`src/rtl/bscc_defines.vh`:
```
// Constants for the dual buck switching-cycle control block.
// Included by bare name; definitions only.
`ifndef BSCC_DEFINES_VH
`define BSCC_DEFINES_VH
// Register offsets (voltage-code registers)
`define BSCC_OFS_CODE1      8'h00
`define BSCC_OFS_CODE2      8'h01
`define BSCC_CODE_W         7
`define BSCC_CODE_RST       7'h00
// Clock and frequency figures
`define BSCC_CLK_KHZ        25000
`define BSCC_FSYNC_MIN_KHZ  200
`define BSCC_FSYNC_MAX_KHZ  1600
`define BSCC_FALLBACK_KHZ   100
// Resistor-set period in clocks, and fallback cycles before it returns
`define BSCC_RES_PERIOD     50
`define BSCC_FALLBACK_CYCLES 12'h008
// Cycle counts derived from the figures (round down / up)
`define BSCC_PER_MAX  (`BSCC_CLK_KHZ / `BSCC_FSYNC_MIN_KHZ)
`define BSCC_PER_MIN  ((`BSCC_CLK_KHZ + `BSCC_FSYNC_MAX_KHZ - 1) / `BSCC_FSYNC_MAX_KHZ)
`define BSCC_PER_FALLBACK (`BSCC_CLK_KHZ / `BSCC_FALLBACK_KHZ)
// Protection counts in switching cycles
`define BSCC_HICCUP_WAIT    512
`define BSCC_HICCUP_TIME    16384
`endif

```
`src/rtl/bscc_top.v`:
```
// Dual buck switching-cycle control: frequency source, phase, references,
// protection. Assumes comparator and pin levels are asynchronous to clk and
// register writes arrive as a single-cycle strobe from the two-wire slave.
`timescale 1ns/10ps
`default_nettype none
`include "bscc_defines.vh"
// Summary of operation
// - External clock overrides resistor oscillator
// - First high level enters sync, releases pin
// - Sync cycle starts on clock falling edge
// - Lock to sync clock 200 to 1600 kHz
// - Lost sync: 100 kHz, then resistor rate
// - Soft-start ramp is target below reference
// - Internal divider after code written and apply
// - Code registers at offsets 0x00 and 0x01
// - Seven-bit code selects internal divider
// - Second channel starts half period later
// - Overvoltage holds high side off
// - Overvoltage persists until below 108 percent
// - Low gate drive forces low side on
// - Peak current ends high-side time
// - Sourcing limit skips next high-side pulse
// - Resume only when sourcing below limit
// - Sinking limit turns both off till cycle
// - Overload 512 cycles, hiccup 16384 cycles
// - Thermal stop, cool, count, restart
module bscc_top #(
   parameter HICCUP_TIME = `BSCC_HICCUP_TIME,  // Shorten for simulation
   parameter HICCUP_WAIT = `BSCC_HICCUP_WAIT,
   parameter RES_PERIOD  = `BSCC_RES_PERIOD    // Resistor-set period, clocks
) (
   // Clock and reset
   input  wire       clk,
   input  wire       arst_n,
   // Frequency-set pin (three-signal form)
   input  wire       freqSetIn,
   output reg        freqSetOut,
   output reg        freqSetOe,
   // Register write/read from two-wire slave
   input  wire       regWrite,
   input  wire [7:0] regAddr,
   input  wire [6:0] regWdata,
   input  wire       applyBit,
   output reg  [6:0] regRdata,
   // Analog comparators, per channel except the shared thermal pair
   input  wire [1:0] overVoltIn,
   input  wire [1:0] gateDriveLowIn,
   input  wire [1:0] peakHitIn,
   input  wire [1:0] lsSourceOverIn,
   input  wire [1:0] lsSinkOverIn,
   input  wire [1:0] overloadIn,
   input  wire [1:0] rampBelowRefIn,
   input  wire       overTempIn,
   input  wire       belowCoolIn,
   // Power stage and reference selection
   output reg  [1:0] highOn,
   output reg  [1:0] lowOn,
   output reg  [1:0] useRamp,
   output reg  [1:0] useInternal,
   output reg  [6:0] divCode1,
   output reg  [6:0] divCode2,
   output reg  [1:0] rampRestart,
   output reg        syncMode,
   output reg        syncLocked
);
   localparam NS = 15;  // Synchronised comparator and pin bits
   // Cycle figures held as 32-bit words; each use slices its own width
   localparam [31:0] RES_W  = RES_PERIOD;
   localparam [31:0] RES_L  = RES_PERIOD - 1;
   localparam [31:0] PMAX_W = `BSCC_PER_MAX;
   localparam [31:0] PMIN_L = `BSCC_PER_MIN - 1;
   localparam [31:0] SLOW_W = `BSCC_PER_FALLBACK;
   localparam [31:0] SLOW_L = `BSCC_PER_FALLBACK - 1;
   localparam [31:0] WAIT_L = HICCUP_WAIT - 1;  // Last overload sample
   localparam [31:0] HIC_L  = HICCUP_TIME - 1;  // Last hiccup cycle

   // Two-flop synchronisers for every asynchronous input
   reg [NS-1:0] syncA;
   reg [NS-1:0] syncB;
   wire [NS-1:0] rawIn = {freqSetIn, belowCoolIn, overTempIn, rampBelowRefIn,
      overloadIn, lsSinkOverIn, lsSourceOverIn, peakHitIn, overVoltIn};
   always @(posedge clk or negedge arst_n) begin
      if (!arst_n) begin
         syncA <= {NS{1'b0}};
         syncB <= {NS{1'b0}};
      end else begin
         syncA <= rawIn;
         syncB <= syncA;
      end
   end
   wire [1:0] sOv    = syncB[1:0];
   wire [1:0] sPeak  = syncB[3:2];
   wire [1:0] sSrc   = syncB[5:4];
   wire [1:0] sSink  = syncB[7:6];
   wire [1:0] sOvld  = syncB[9:8];
   wire [1:0] sRamp  = syncB[11:10];
   wire       sHot   = syncB[12];
   wire       sCool  = syncB[13];
   wire       sFreq  = syncB[14];
   wire [1:0] sGdl;  // Gate-drive low passes its own pair below
   reg  [1:0] gdA;
   reg  [1:0] gdB;
   always @(posedge clk or negedge arst_n) begin
      if (!arst_n) begin
         gdA <= 2'h0;
         gdB <= 2'h0;
      end else begin
         gdA <= gateDriveLowIn;
         gdB <= gdA;
      end
   end
   assign sGdl = gdB;

   // Rising- and falling-edge detect on synchronised pin level
   reg freqPrev;
   always @(posedge clk or negedge arst_n) begin
      if (!arst_n) freqPrev <= 1'b0;
      else freqPrev <= sFreq;
   end
   wire freqFall = freqPrev & ~sFreq;
   wire freqRise = ~freqPrev & sFreq;

   // Frequency source state machine
   localparam ST_RES  = 2'h0;  // Resistor-set oscillator
   localparam ST_SYNC = 2'h1;  // Following external clock
   localparam ST_SLOW = 2'h2;  // Fallback rate after clock loss
   reg  [1:0]  fsState;
   reg  [11:0] perCnt;    // Clocks since last cycle start
   reg  [11:0] period;    // Current switching period, clocks
   reg  [11:0] slowCnt;   // Fallback cycles remaining
   reg         cycStart;  // Channel-1 cycle start pulse
   wire        perMax = (perCnt >= PMAX_W[11:0]);
   always @(posedge clk or negedge arst_n) begin
      if (!arst_n) begin
         fsState    <= ST_RES;
         perCnt     <= 12'h000;
         period     <= RES_W[11:0];
         slowCnt    <= 12'h000;
         cycStart   <= 1'b0;
         syncMode   <= 1'b0;
         syncLocked <= 1'b0;
         freqSetOut <= 1'b0;
         freqSetOe  <= 1'b0;
      end else begin
         cycStart   <= 1'b0;
         freqSetOut <= 1'b0;
         perCnt     <= perCnt + 12'h001;
         case (fsState)
            ST_RES: begin
               syncMode  <= 1'b0;
               freqSetOe <= 1'b0;  // Resistor only; never driven
               if (freqRise) begin
                  fsState  <= ST_SYNC;  // First high level
                  syncMode <= 1'b1;     // Overrides resistor
                  perCnt   <= 12'h000;
               end else if (perCnt >= RES_L[11:0]) begin
                  perCnt   <= 12'h000;
                  period   <= RES_W[11:0];
                  cycStart <= 1'b1;
               end
            end
            ST_SYNC: begin
               freqSetOe <= 1'b0;  // Pin left high impedance
               if (freqFall) begin
                  cycStart <= 1'b1;  // Cycle on falling edge
                  perCnt   <= 12'h000;
                  period   <= perCnt + 12'h001;
                  // Lock flag only for in-range periods
                  syncLocked <= (perCnt >= PMIN_L[11:0])
                     && !perMax;
               end else if (perMax) begin
                  // Clock lost: fall to fixed low rate
                  fsState    <= ST_SLOW;
                  syncMode   <= 1'b0;
                  syncLocked <= 1'b0;
                  slowCnt    <= `BSCC_FALLBACK_CYCLES;
                  period     <= SLOW_W[11:0];
                  perCnt     <= 12'h000;
               end
            end
            ST_SLOW: begin
               if (perCnt >= SLOW_L[11:0]) begin
                  perCnt   <= 12'h000;
                  cycStart <= 1'b1;
                  slowCnt  <= slowCnt - 12'h001;
                  if (slowCnt == 12'h001) begin
                     fsState <= ST_RES;  // Then resistor rate
                     period  <= RES_W[11:0];
                  end
               end
            end
            default: fsState <= ST_RES;
         endcase
      end
   end

   // Half-period delayed start for channel 2
   reg [11:0] halfCnt;
   reg        halfArm;
   reg        cycStart2;
   always @(posedge clk or negedge arst_n) begin
      if (!arst_n) begin
         halfCnt   <= 12'h000;
         halfArm   <= 1'b0;
         cycStart2 <= 1'b0;
      end else begin
         cycStart2 <= 1'b0;
         if (cycStart) begin
            halfCnt <= {1'b0, period[11:1]};
            halfArm <= 1'b1;
         end else if (halfArm) begin
            // Fire at two: the load edge already spent one clock
            if (halfCnt <= 12'h002) begin
               halfArm   <= 1'b0;
               cycStart2 <= 1'b1;
            end else begin
               halfCnt <= halfCnt - 12'h001;
            end
         end
      end
   end
   wire [1:0] chStart = {cycStart2, cycStart};

   // Voltage-code registers and divider selection
   reg [6:0] code1;
   reg [6:0] code2;
   reg [1:0] written;
   always @(posedge clk or negedge arst_n) begin
      if (!arst_n) begin
         code1       <= `BSCC_CODE_RST;
         code2       <= `BSCC_CODE_RST;
         written     <= 2'h0;
         useInternal <= 2'h0;
         divCode1    <= `BSCC_CODE_RST;
         divCode2    <= `BSCC_CODE_RST;
         regRdata    <= 7'h00;
      end else begin
         if (regWrite && regAddr == `BSCC_OFS_CODE1) begin
            code1      <= regWdata;  // Seven-bit code
            written[0] <= 1'b1;
         end
         if (regWrite && regAddr == `BSCC_OFS_CODE2) begin
            code2      <= regWdata;
            written[1] <= 1'b1;
         end
         // Apply bit moves written codes to the divider
         if (applyBit) begin
            useInternal <= useInternal | written;
            if (written[0]) divCode1 <= code1;
            if (written[1]) divCode2 <= code2;
         end
         // Unmapped offsets read zero
         if (regAddr == `BSCC_OFS_CODE1) regRdata <= code1;
         else if (regAddr == `BSCC_OFS_CODE2) regRdata <= code2;
         else regRdata <= 7'h00;
      end
   end

   // Overvoltage comparator already has 108 percent release
   // Overload and thermal hiccup control, counted per cycle
   localparam PR_RUN  = 2'h0;
   localparam PR_HIC  = 2'h1;  // Overload hiccup wait
   localparam PR_HOT  = 2'h2;  // Over-temperature stop
   localparam PR_COOL = 2'h3;  // Thermal hiccup count
   reg [1:0]  prState;
   reg [9:0]  ovldCnt;
   reg [14:0] hicCnt;
   always @(posedge clk or negedge arst_n) begin
      if (!arst_n) begin
         prState     <= PR_RUN;
         ovldCnt     <= 10'h000;
         hicCnt      <= 15'h0000;
         rampRestart <= 2'h0;
      end else begin
         rampRestart <= 2'h0;
         if (sHot && prState != PR_HOT) begin
            prState <= PR_HOT;  // Stop switching
         end else begin
            case (prState)
               PR_RUN: if (cycStart) begin  // Per switching cycle
                  if (|sOvld) begin
                     if (ovldCnt >= WAIT_L[9:0]) begin
                        prState <= PR_HIC;
                        hicCnt  <= 15'h0000;
                     end
                     ovldCnt <= ovldCnt + 10'h001;
                  end else begin
                     ovldCnt <= 10'h000;
                  end
               end
               PR_HIC, PR_COOL: if (cycStart) begin
                  if (hicCnt >= HIC_L[14:0]) begin
                     prState     <= PR_RUN;
                     ovldCnt     <= 10'h000;
                     rampRestart <= 2'h3;  // Fresh soft start
                  end else begin
                     hicCnt <= hicCnt + 15'h0001;
                  end
               end
               PR_HOT: if (sCool && !sHot) begin
                  prState <= PR_COOL;  // Start thermal count
                  hicCnt  <= 15'h0000;
               end
               default: prState <= PR_RUN;
            endcase
         end
      end
   end
   wire running = (prState == PR_RUN);

   // Feedback target selection
   always @(posedge clk or negedge arst_n) begin
      if (!arst_n) useRamp <= 2'h3;
      else useRamp <= sRamp;
   end

   // Two channels; outputs re-registered
   wire [1:0] chHigh;
   wire [1:0] chLow;
   genvar g;
   generate
      for (g = 0; g < 2; g = g + 1) begin : gCh
         bscc_channel uCh (
            .clk          (clk),
            .arst_n       (arst_n),
            .cycleStart   (chStart[g]),
            .run          (running),
            .overVolt     (sOv[g]),
            .gateDriveLow (sGdl[g]),
            .peakHit      (sPeak[g]),
            .lsSourceOver (sSrc[g]),
            .lsSinkOver   (sSink[g]),
            .highOn       (chHigh[g]),
            .lowOn        (chLow[g])
         );
      end
   endgenerate
   always @(posedge clk or negedge arst_n) begin
      if (!arst_n) begin
         highOn <= 2'h0;
         lowOn  <= 2'h0;
      end else begin
         highOn <= chHigh & {2{running}};
         lowOn  <= chLow & {2{running}};
      end
   end
endmodule // bscc_top
`default_nettype wire

```
`src/rtl/bscc_channel.v`:
```
// One buck channel's switching-cycle state machine.
// Assumes comparator inputs are already synchronised to clk.
`timescale 1ns/10ps
`default_nettype none
module bscc_channel (
   // Clock and reset
   input  wire       clk,
   input  wire       arst_n,
   // Cycle timing
   input  wire       cycleStart,
   input  wire       run,
   // Comparators
   input  wire       overVolt,
   input  wire       gateDriveLow,
   input  wire       peakHit,
   input  wire       lsSourceOver,
   input  wire       lsSinkOver,
   // Drives
   output reg        highOn,
   output reg        lowOn
);
   reg skipHigh;   // Sourcing limit latched at cycle end
   reg sinkOff;    // Sink limit tripped this cycle
   // Per-cycle switch control
   always @(posedge clk or negedge arst_n) begin
      if (!arst_n) begin
         highOn   <= 1'b0;
         lowOn    <= 1'b0;
         skipHigh <= 1'b0;
         sinkOff  <= 1'b0;
      end else if (!run) begin
         // Both off while stopped
         highOn   <= 1'b0;
         lowOn    <= 1'b0;
         skipHigh <= 1'b0;
         sinkOff  <= 1'b0;
      end else if (cycleStart) begin
         // Source limit sampled at cycle edge
         skipHigh <= lsSourceOver;
         sinkOff  <= 1'b0;
         if (lsSourceOver || overVolt || gateDriveLow) begin
            highOn <= 1'b0;
            lowOn  <= 1'b1;
         end else begin
            highOn <= 1'b1;  // Resume when under limit
            lowOn  <= 1'b0;
         end
      end else if (highOn && (peakHit || overVolt || gateDriveLow)) begin
         // Peak hit, overvoltage or recharge need
         highOn   <= 1'b0;
         lowOn    <= 1'b1;   // Recharge gate-drive capacitor
      end else if (lowOn && lsSinkOver) begin
         lowOn   <= 1'b0;    // Both off to cycle end
         sinkOff <= 1'b1;
      end else if (!highOn && !lowOn && !sinkOff) begin
         lowOn <= 1'b1;      // Idle low side conducts
      end
   end
endmodule // bscc_channel
`default_nettype wire

```
`config.mk`:
```
export PLATFORM = sky130hd
export DESIGN_NAME = bscc_top
export DESIGN_NICKNAME = d
export VERILOG_FILES = /design/src/rtl/bscc_top.v /design/src/rtl/bscc_channel.v
export VERILOG_INCLUDE_DIRS = /design/src /design/src/rtl
export SDC_FILE = /design/constraint.sdc
export NUM_CORES = 1
export LEC_CHECK = 0
export ABC_CLOCK_PERIOD_IN_PS = 4470
export BUFFER_PORTS_ARGS = -buffer_cell sky130_fd_sc_hd__buf_2
export CAP_MARGIN = 30
export CELL_PAD_IN_SITES_DETAIL_PLACEMENT = 0
export CELL_PAD_IN_SITES_GLOBAL_PLACEMENT = 1
export CORE_AREA = 2 2 89 177
export CTS_CLUSTER_SIZE = 10
export DETAILED_ROUTE_END_ITERATION = 8
export DIE_AREA = 0 0 91 179
export GPL_ROUTABILITY_DRIVEN = 0
export GPL_TIMING_DRIVEN = 0
export PLACE_DENSITY = 0.84
export SLEW_MARGIN = 20
export SYNTH_ARGS = -nofsm -noshare
export SYNTH_HDL_FRONTEND = slang
export SYNTH_SLANG_ARGS = --single-unit
export TNS_END_PERCENT = 20
```
`constraint.sdc`:
```
create_clock -name clk -period 4.47 [get_ports clk]
set_clock_uncertainty 0.05 [all_clocks]
set_input_delay 0 -clock clk [delete_from_list [all_inputs] [get_ports clk]]
set_output_delay 0 -clock clk [all_outputs]
set_load 0.02 [all_outputs]
```
==> metrics.md, run 1 <==
| Metric | Value |
|---|---|
| Antenna violation net count after detailed routing | `0` |
| Result of the run | `completed` |
| Number of distinct library cells after synthesis | `67` |
| Total die area | `0.01629 sq mm` |
| Number of antenna violations at the first check in global routing | `0` |
| Clock Pin Slew Worst Setup and Hold Paths | `around 80 ps` |
| Num rows | `64` |
| DRC violations left | `0` |
| Area growth syn-to-layout | `20.25%` |
| Net count reported at finish | `801` |
| Placed Cells | `about 900` |
| Count of TritonRoute iterations in the first routing pass | `6` |
| Port Buffers | `67` |
| Primary FF master, synth | `sky130_fd_sc_hd__dfrtp_1` |
| Maxcap violations | `0` |
| Diodes inserted | `0` |
| Starting density of the core | `48.06%` |
| Reported leakage power | `between 4 and 5 nW` |
| Final worst path period need | `between 2000 and 3000 ps` |
| Detailed-route wire length | `between 10 and 15 mm` |
| Number of H-tree branching levels | `4` |
| Areal power density over the cells | `between 400 and 500 mW/mm^2` |
| Endpoint type of the worst setup path | `register` |
| Number of synthesized flops with an enable pin | `0` |
| DRC violation total after the first TritonRoute iteration | `211` |
| CORE AREA | `about 0.015 sq mm` |
| Detailed-route via count | `5157` |
| Cell count after synthesis | `641` |
| Unrepaired setup endpoints after global routing | `false` |
| Final Setup Violations | `0` |
| All-layer global routing usage | `about a fifth` |
| Synth Area per Inst | `11.29 sq um` |
| Max stage delay on crit path | `around 480 ps` |
| CTS tree | `built` |
| Fraction of the yosys area taken by sequential cells | `58.19%` |
| Transition time at the pin with the least slew margin | `799.5 ps` |
| Number of hold-slack violations in the final timing report | `0` |
| Via count normalized by instance count | `5.333` |
| Worst Setup Slack, final | `1929 ps` |
| Clock latency on the worst-skew pair | `about 430 ps` |
| Hpwl dp | `slightly below 10 mm` |
| Ys async rst share | `between 90% and 100%` |
| TritonCTS Buffers | `17` |
| Post-DP Area | `~0.0079 sq mm` |
| Final Cell Area | `approximately 0.0087 sq mm` |
| Peak ir drop on the vdd network | `approximately 0.00026 V` |
| Cell with the biggest individual delay on the critical path | `sky130_fd_sc_hd__dfrtp_1` |
| Tcrit/Tclk final | `about 57%` |
| Largest driver fanout on the critical path | `10` |
| Share of post-route cells with drive strength above 1 | `about a fifth` |
| Maximum clock rate | `just under 0.4 GHz` |
| I/O pin cnt | `71` |
| Bufs on Longest Clock Path | `2` |
| Largest net degree at the start of global routing | `99` |
| Horizontal die dimension | `91 um` |
| Worst slew slack as a fraction of its limit | `between 40 and 50%` |
| Number of warnings printed during yosys synthesis | `0` |
| Post-CTS repair timing setup buffer count | `0` |
| Arr. time, crit path | `2820 ps` |
| Clock sink count | `approximately 170` |
| Number of gates resized after CTS | `0` |
| First-pass GRT wire length | `about 26 mm` |
| Die Ht | `179 um` |
| Minimum setup slack after placement | `1893 ps` |
| Vias in the first global route | `5444` |
| Endpoint required time on the critical path | `approximately 4800 ps` |
| Average wire per cell in the routed design | `about 15 um` |
| Type of the most critical hold path | `primary input to register` |
| CP Cell Sequence | `nor2b_1 -> mux2_2 -> nand3_1 -> clkbuf_1 -> clkbuf_1 -> a21oi_1 -> o31ai_1` |
| Class of the most critical setup path | `register to register` |
| Aggregate negative setup slack | `0 ps` |
| Remaining Overflow, GRT | `0` |
| Synth Cell Area | `0.007236 sq mm` |
| Post-layout instance count excluding filler cells | `between 900 and 1000` |
| Cell repeated most along the worst path | `sky130_fd_sc_hd__clkbuf_1` |
| Flops & latches, synth | `approximately 170` |
| Clock root buffer | `sky130_fd_sc_hd__clkbuf_16` |
| Max-slew violations | `0` |
| Worst setup SP type | `register` |
[logic make-up (layout without fill, tap and decap cells)]
| logic type | count (synthesis) | count (layout) | synth area share (%) |
|---|---|---|---|
| xor gates and xnor gates | 26 | 26 | 3.147 |
| and+or+nand+nor | 260 | 260 | 18.49 |
| adders and majority gates | 9 | 9 | 1.556 |
| AOI/OAI and AO/OA | 94 | 94 | 9.476 |
| DFF | 168 | 168 | 58.19 |
| buffers and inverters | 39 | 166 | 2.317 |
| muxes | 44 | 44 | 6.779 |
| other | 1 | 2 | 0.05183 |
[state kept, by name (all words and copies together), names as in the netlist, 7 cells and up]
name	cells
slowCnt	12
ovldCnt	10
code2	7
period	11
hicCnt	15
divCode2	7
code1	7
syncA	15
perCnt	12
divCode1	7
regRdata	7
halfCnt	12
syncB	15
[through the flow]
| stage | hold WS [ps] | power (mW) | utilization, % |
|---|---|---|---|
| final | 10.11 | 3.667 | 57.80 |
| after global routing | 46.20 | 3.848 | 57.80 |
| after CTS | 2.519 | 3.706 | 57.80 |
| after detailed placement | -54.97 | 2.257 | 52.24 |
| after global placement | 58.62 | 2.238 | 51.96 |
| after floorplan | -345.6 | 2.088 | - |
[cells in the final DEF, fill, tap and decap left out, drive strengths merged, types with 10 or more instances in the layout]
master | synthesis | layout
dfrtp | 163 | 163
buf | 6 | 75
nor2 | 63 | 63
nand2 | 49 | 49
mux2 | 34 | 34
clkbuf | 16 | 33
nand3 | 32 | 32
inv | 17 | 27
dlygate4sd3 | 0 | 26
xnor2 | 25 | 25
o21ai | 22 | 22
nor3 | 17 | 17
nor4 | 16 | 16
nand2b | 15 | 15
a21oi | 14 | 14
nor2b | 11 | 11
or4 | 11 | 11
mux2i | 10 | 10
[power breakdown]
part / switching, mW / internal (mW)
clock network: 0.675 / 0.746
logic: 0.297 / 0.212
registers: 0.0944 / 1.64
[area by class of cell]
cell class / instances / area [sq um]
inverter: 17 / 63.81
buffer: 22 / 103.9
sequential: 168 / 4210
multi-input combinational: 435 / 2861
tap: 198 / 247.7
clock buffer: 17 / 425.4
clock inverter: 15 / 150.1
timing repair buffer: 95 / 638.1
fill: 1286 / 6354
[synth_stat cells (3+ instances only)]
cell type                   count  share of area (%)
sky130_fd_sc_hd__dfrtp_1      163                 56
sky130_fd_sc_hd__nor2_1        63                3.3
sky130_fd_sc_hd__nand2_1       49                2.5
sky130_fd_sc_hd__mux2_2        32                5.0
sky130_fd_sc_hd__nand3_1       31                2.1
sky130_fd_sc_hd__xnor2_1       25                3.0
sky130_fd_sc_hd__o21ai_0       21                1.5
sky130_fd_sc_hd__inv_1         17               0.88
sky130_fd_sc_hd__nor3_1        17                1.2
sky130_fd_sc_hd__clkbuf_1      16               0.83
sky130_fd_sc_hd__nand2b_1      15                1.3
sky130_fd_sc_hd__nor4_1        15                1.3
sky130_fd_sc_hd__a21oi_1       14               0.97
sky130_fd_sc_hd__nor2b_1       11               0.95
sky130_fd_sc_hd__mux2i_1       10                1.4
sky130_fd_sc_hd__or4_1         10                1.0
sky130_fd_sc_hd__ha_1           9                1.6
sky130_fd_sc_hd__or3_1          9               0.78
sky130_fd_sc_hd__a31oi_1        8               0.69
sky130_fd_sc_hd__and2_1         8               0.69
sky130_fd_sc_hd__o31ai_1        8               0.83
sky130_fd_sc_hd__nand4_1        7               0.61
sky130_fd_sc_hd__and3_1         6               0.52
sky130_fd_sc_hd__o2bb2ai_1      6               0.73
sky130_fd_sc_hd__a211o_1        5               0.61
sky130_fd_sc_hd__dfstp_2        5                1.8
sky130_fd_sc_hd__nor3b_1        4               0.42
sky130_fd_sc_hd__a211oi_1       3               0.31
sky130_fd_sc_hd__a22oi_1        3               0.31
sky130_fd_sc_hd__buf_4          3               0.31
sky130_fd_sc_hd__nand3b_1       3               0.31
sky130_fd_sc_hd__o211ai_1       3               0.31
[layer usage]
metal  GRT usage, %  part of all wire [%]
met5              0                     0
met4          5.745                   1.1
met3          4.498                   3.8
met2          32.90                    50
met1          24.99                    45
[path summary, 6_finish.rpt]
path	endpoint	start	slack [ps]	depth (start not counted)
setup / recovery	hicCnt[2]	prState[0]	1930	7
hold / removal	regRdata[5]	regAddr[7]	10	4
setup reg to reg	hicCnt[2]	prState[0]	1930	7
hold reg to reg	syncB[0]	syncA[0]	300	0
max in group asynchronous	ovldCnt[7]	arst_n	3440	3
min in group asynchronous	perCnt[10]	arst_n	70	2
[timing repair]
action,in CTS,in global routing
hold buffers,26,0
hold endpoints to repair,106,0
endpoints found under the setup margin,0,0
[critical path, delay by kind of cell (launching register included)]
kind            cells  cell delay, ps
compound gates      2             230
buf+inv             2             860
flops               1             480
mux                 1             360
simple gates        2             470
(Power assumes the default switching activity.)
==> run 2: changes to the inputs <==
ABC_AREA = 1   (was default)
ABC_CLOCK_PERIOD_IN_PS = 2400   (was 4470)
CORE_AREA = 2 2 96 190   (was 2 2 89 177)
DIE_AREA = 0 0 98 192   (was 0 0 91 179)
PLACE_DENSITY = 0.82   (was 0.84)
clock period = 2.4 ns   (was 4.47 ns; I/O delays follow)
==> run 2 against run 1 <==
  * Largest power group unchanged
  * Count of clock-buffer cells in the layout up 1
  * Final cell count up 30%
  * Area after synthesis up 6.4%
==> metrics.md, run 2 <==
| Metric | Value |
|---|---|
| Result of the run | `completed` |
| Clock Pin Slew Worst Setup and Hold Paths | `70 ps (about the same)` |
| All-layer global routing usage | `20.30% (+0.86 points)` |
| Area occupied by multi-input gates | `0.002969 sq mm (+3.8%)` |
| Post-synth top cells | `sky130_fd_sc_hd__nand2_1 (247), sky130_fd_sc_hd__dfrtp_1 (163), sky130_fd_sc_hd__nor2_1 (108)` |
| Internal power | `5.031 mW (+93%)` |
| Post-route core utilization | `53.28% (-4.5 points)` |
| Num rows | `68 (+6.3%)` |
| Antenna violation net count after detailed routing | `0 (unchanged)` |
| Fraction of the yosys area taken by sequential cells | `54.68% (-3.5 points)` |
| Fill cell instance count of the final layout | `1678 (+30%)` |
| Number of antenna violations at the first check in global routing | `0 (unchanged)` |
| Final Setup Violations | `0 (unchanged)` |
| Slack of the worst reg-to-reg path | `390 ps (-1530 ps)` |
| Gate family responsible for the most delay along the worst path | `buffers and inverters` |
| Endpoint type of the worst setup path | `register` |
| Commonest cells after routing, fill and taps aside | `sky130_fd_sc_hd__nand2_1 (247), sky130_fd_sc_hd__dfrtp_1 (163), sky130_fd_sc_hd__nor2_1 (108)` |
| Clock root buffer | `sky130_fd_sc_hd__clkbuf_16` |
| Detailed-route via count | `6265 (+21%)` |
| Area growth syn-to-layout | `19.52%` |
| Hpwl dp | `13.56 mm (+37%)` |
| Maximum clock rate | `0.4986 GHz (+27%)` |
| Largest net degree at the start of global routing | `91 (-8.1%)` |
| Worst slew slack as a fraction of its limit | `59.03% (+13 points)` |
| Busiest grt layer | `met2` |
| Ys async rst share | `100.0% (unchanged)` |
| Cell count after synthesis | `920 (+44%)` |
| Global-route track usage on met2 | `40.07% (+7.2 points)` |
| Sequential power share | `45.1% (-2.3 points)` |
| Maxcap violations | `0 (unchanged)` |
| GR Util met3 | `3.166% (-1.3 points)` |
| Peak ir drop on the vdd network | `0.0004640 V (+78%)` |
| Share of the synthesized area in the top cell type | `52.97% (-3.4 points)` |
| Depth of the worst register-to-register path | `10 (+3)` |
| Starting density of the core | `44.58% (-3.5 points)` |
| Tcrit/Tclk final | `83.57% (+27 points)` |
| Clock latency on the worst-skew pair | `430 ps (about the same)` |
| Commonest non-fill, non-tap cell in the layout | `sky130_fd_sc_hd__nand2_1` |
| Storage element area | `0.004210 sq mm (unchanged)` |
| Count of TritonRoute iterations in the first routing pass | `4 (-2)` |
| Share of post-route cells with drive strength above 1 | `13.35% (-6.9 points)` |
| Port Buffers | `68 (+1.5%)` |
| DRC violation total after the first TritonRoute iteration | `257 (+22%)` |
| Sw Pwr | `2.449 mW (+130%)` |
| Capture point of the worst path | `halfCnt[3]` |
| Net count reported at finish | `1081 (+35%)` |
| Primary FF master, synth | `sky130_fd_sc_hd__dfrtp_1` |
| Class of the most critical setup path | `register to register` |
| Remaining Overflow, GRT | `0 (unchanged)` |
| Average wire per cell in the routed design | `14.57 um (-3.5%)` |
| Clock sink count | `168 (unchanged)` |
| End of the worst register-to-register path | `halfCnt[3]` |
| Sw Share | `32.74% (+3.7 points)` |
| Max-slew violations | `0 (unchanged)` |
| Worst R2R Start | `halfCnt[0]` |
| Grt met1 use | `20.10% (-4.9 points)` |
| Crit path buffers/inverters | `3 (+1)` |
| Number of synthesized flops with an enable pin | `0 (unchanged)` |
| Number of cells on the critical path | `10 (+3)` |
| Detailed-route wire length | `18.34 mm (+26%)` |
| Startpoint of the most critical setup path | `halfCnt[0]` |
| CTS tree | `built` |
| DRC violations left | `0 (unchanged)` |
| Post-DP Area | `0.008344 sq mm (+6.1%)` |
| TritonCTS Buffers | `17 (unchanged)` |
| Cell repeated most along the worst path | `sky130_fd_sc_hd__nor2_1` |
| Bufs on Longest Clock Path | `2 (unchanged)` |
| Total die area | `0.01882 sq mm (+16%)` |
| Most common cell in the netlist | `sky130_fd_sc_hd__nand2_1` |
| Number of distinct library cells after synthesis | `41 (-39%)` |
| Synth Area per Inst | `8.369 sq um (-26%)` |
| Type of the most critical hold path | `primary input to register` |
| Number of warnings printed during yosys synthesis | `0 (unchanged)` |
| Synth area leaders | `sky130_fd_sc_hd__dfrtp_1 (53%), sky130_fd_sc_hd__nand2_1 (12%), sky130_fd_sc_hd__nor2_1 (5.3%)` |
| Power share of the clock group | `36.1% (-2.6 points)` |
| Endpoint required time on the critical path | `2660 ps (-2090 ps)` |
| Worst setup SP type | `register` |
| Cell with the biggest individual delay on the critical path | `sky130_fd_sc_hd__dfrtp_1` |
| Vias in the first global route | `6312 (+16%)` |
| Final worst path period need | `2006 ps (-535.3 ps)` |
| Max stage delay on crit path | `410 ps (-70 ps)` |
| Largest area contributor in the synthesized netlist | `sky130_fd_sc_hd__dfrtp_1` |
| Reported leakage power | `4.591 nW (+14%)` |
| Number of gates resized after CTS | `0 (unchanged)` |
| Horizontal die dimension | `98 um (+7.7%)` |
| Number of H-tree branching levels | `4 (unchanged)` |
| Die Ht | `192 um (+7.3%)` |
| Number of hold-slack violations in the final timing report | `0 (unchanged)` |
| Registers with the most flip-flops | `hicCnt (15), syncA (15), syncB (15)` |
| Transition time at the pin with the least slew margin | `614.5 ps (-185.0 ps)` |
| Unrepaired setup endpoints after global routing | `false` |
| Synth Cell Area | `0.007700 sq mm (+6.4%)` |
| Diodes inserted | `0 (unchanged)` |
| CORE AREA | `0.01727 sq mm (+15%)` |
| First-pass GRT wire length | `30.09 mm (+17%)` |
| Via count normalized by instance count | `4.976 (-6.7%)` |
| Final Cell Area | `0.009203 sq mm (+5.8%)` |
| Comb power frac | `18.9% (+5.0 points)` |
| I/O pin cnt | `71 (unchanged)` |
| Arr. time, crit path | `2260 ps (-560 ps)` |
| CP Cell Sequence | `inv_1 -> ha_1 -> nor2_1 -> nor2_1 -> nand3_1 -> o21ai_2 -> inv_2 -> buf_2 -> o211ai_1 -> o21ai_0` |
| Flops & latches, synth | `168 (unchanged)` |
| Areal power density over the cells | `812.8 mW/mm^2 (+93%)` |
| Number of cells on the worst hold path | `4 (unchanged)` |
| Largest driver fanout on the critical path | `10 (unchanged)` |
-- run 2: stage by stage --
step | total power, mW | hold WS, ps | std cells | TNS (ps) | setup slack (ps)
after global placement | 4.789 | 57.96 | 1199 | -225530 | -1395
after floorplan | 4.356 | -345.6 | 921 | 0 | 772.8
after CTS | 7.577 | 20.45 | 1259 | 0 | 385.2
after global routing | 7.917 | 70.49 | 1259 | 0 | 195.5
after detailed placement | 4.818 | -8.056 | 1200 | 0 | 405.0
final | 7.480 | 23.89 | 1259 | 0 | 394.3
-- run 2: worst min path at each step --
stage / from / to / slack [ps]
final: regAddr[0] / code2[0] / 20
after global routing: regAddr[0] / regRdata[4] / 70
after floorplan: arst_n / code1[0] / -350
after global placement: overloadIn[1] / syncA[9] / 60
after CTS: regAddr[0] / code2[2] / 20
after detailed placement: arst_n / hicCnt[10] / -8
-- run 2: layout make-up --
class / count / area share, %
flip-flops and latches: 168 / 45.75
multi-input cells: 627 / 32.26
repair buffers: 96 / 7.043
clock buffers: 18 / 4.663
inverters: 103 / 4.201
well taps: 210 / 2.855
clock inverters: 14 / 1.727
plain buffers: 23 / 1.496
-- run 2: repair_timing --
| action | CTS | global route |
|---|---|---|
| hold endpoints to repair | 119 | 0 |
| hold buffers | 27 | 0 |
| setup buffers | 0 | 0 |
-- run 2: metal layers --
metal  routed length (um)  up-vias
met5                    0        -
met4                  627        0
met3                  368       38
met2                10650       82
met1                 6700     2953
li1                     -     3192
-- run 2: kinds of logic after synthesis --
| group | after synthesis | synth area share (%) |
|---|---|---|
| buffers and inverters | 126 | 6.808 |
| other | 1 | 0.04870 |
| AO/OA/AOI/OAI | 120 | 8.612 |
| adder cells (fa/ha/maj) | 9 | 1.462 |
| AND/OR/NAND/NOR | 482 | 26.80 |
| flip-flops | 168 | 54.68 |
| XOR/XNOR | 14 | 1.592 |
-- run 2: power groups by stage --
stage / Combinational, mW / Clock (mW) / Sequential (mW)
finish: 1.41 / 2.70 / 3.37
global route: 1.63 / 2.88 / 3.41
CTS: 1.44 / 2.77 / 3.37
detailed placement: 1.39 / 0 / 3.42
global placement: 1.37 / 0 / 3.42
floorplan: 0.950 / 0 / 3.41
-- run 2: worst register-to-register path, stage by stage (launching register included) --
cell and delay [ps]:
sky130_fd_sc_hd__dfrtp_1 410, sky130_fd_sc_hd__inv_1 180, sky130_fd_sc_hd__ha_1 180, sky130_fd_sc_hd__nor2_1 40
sky130_fd_sc_hd__nor2_1 130, sky130_fd_sc_hd__nand3_1 140, sky130_fd_sc_hd__o21ai_2 200, sky130_fd_sc_hd__inv_2 160
sky130_fd_sc_hd__buf_2 220, sky130_fd_sc_hd__o211ai_1 90, sky130_fd_sc_hd__o21ai_0 100
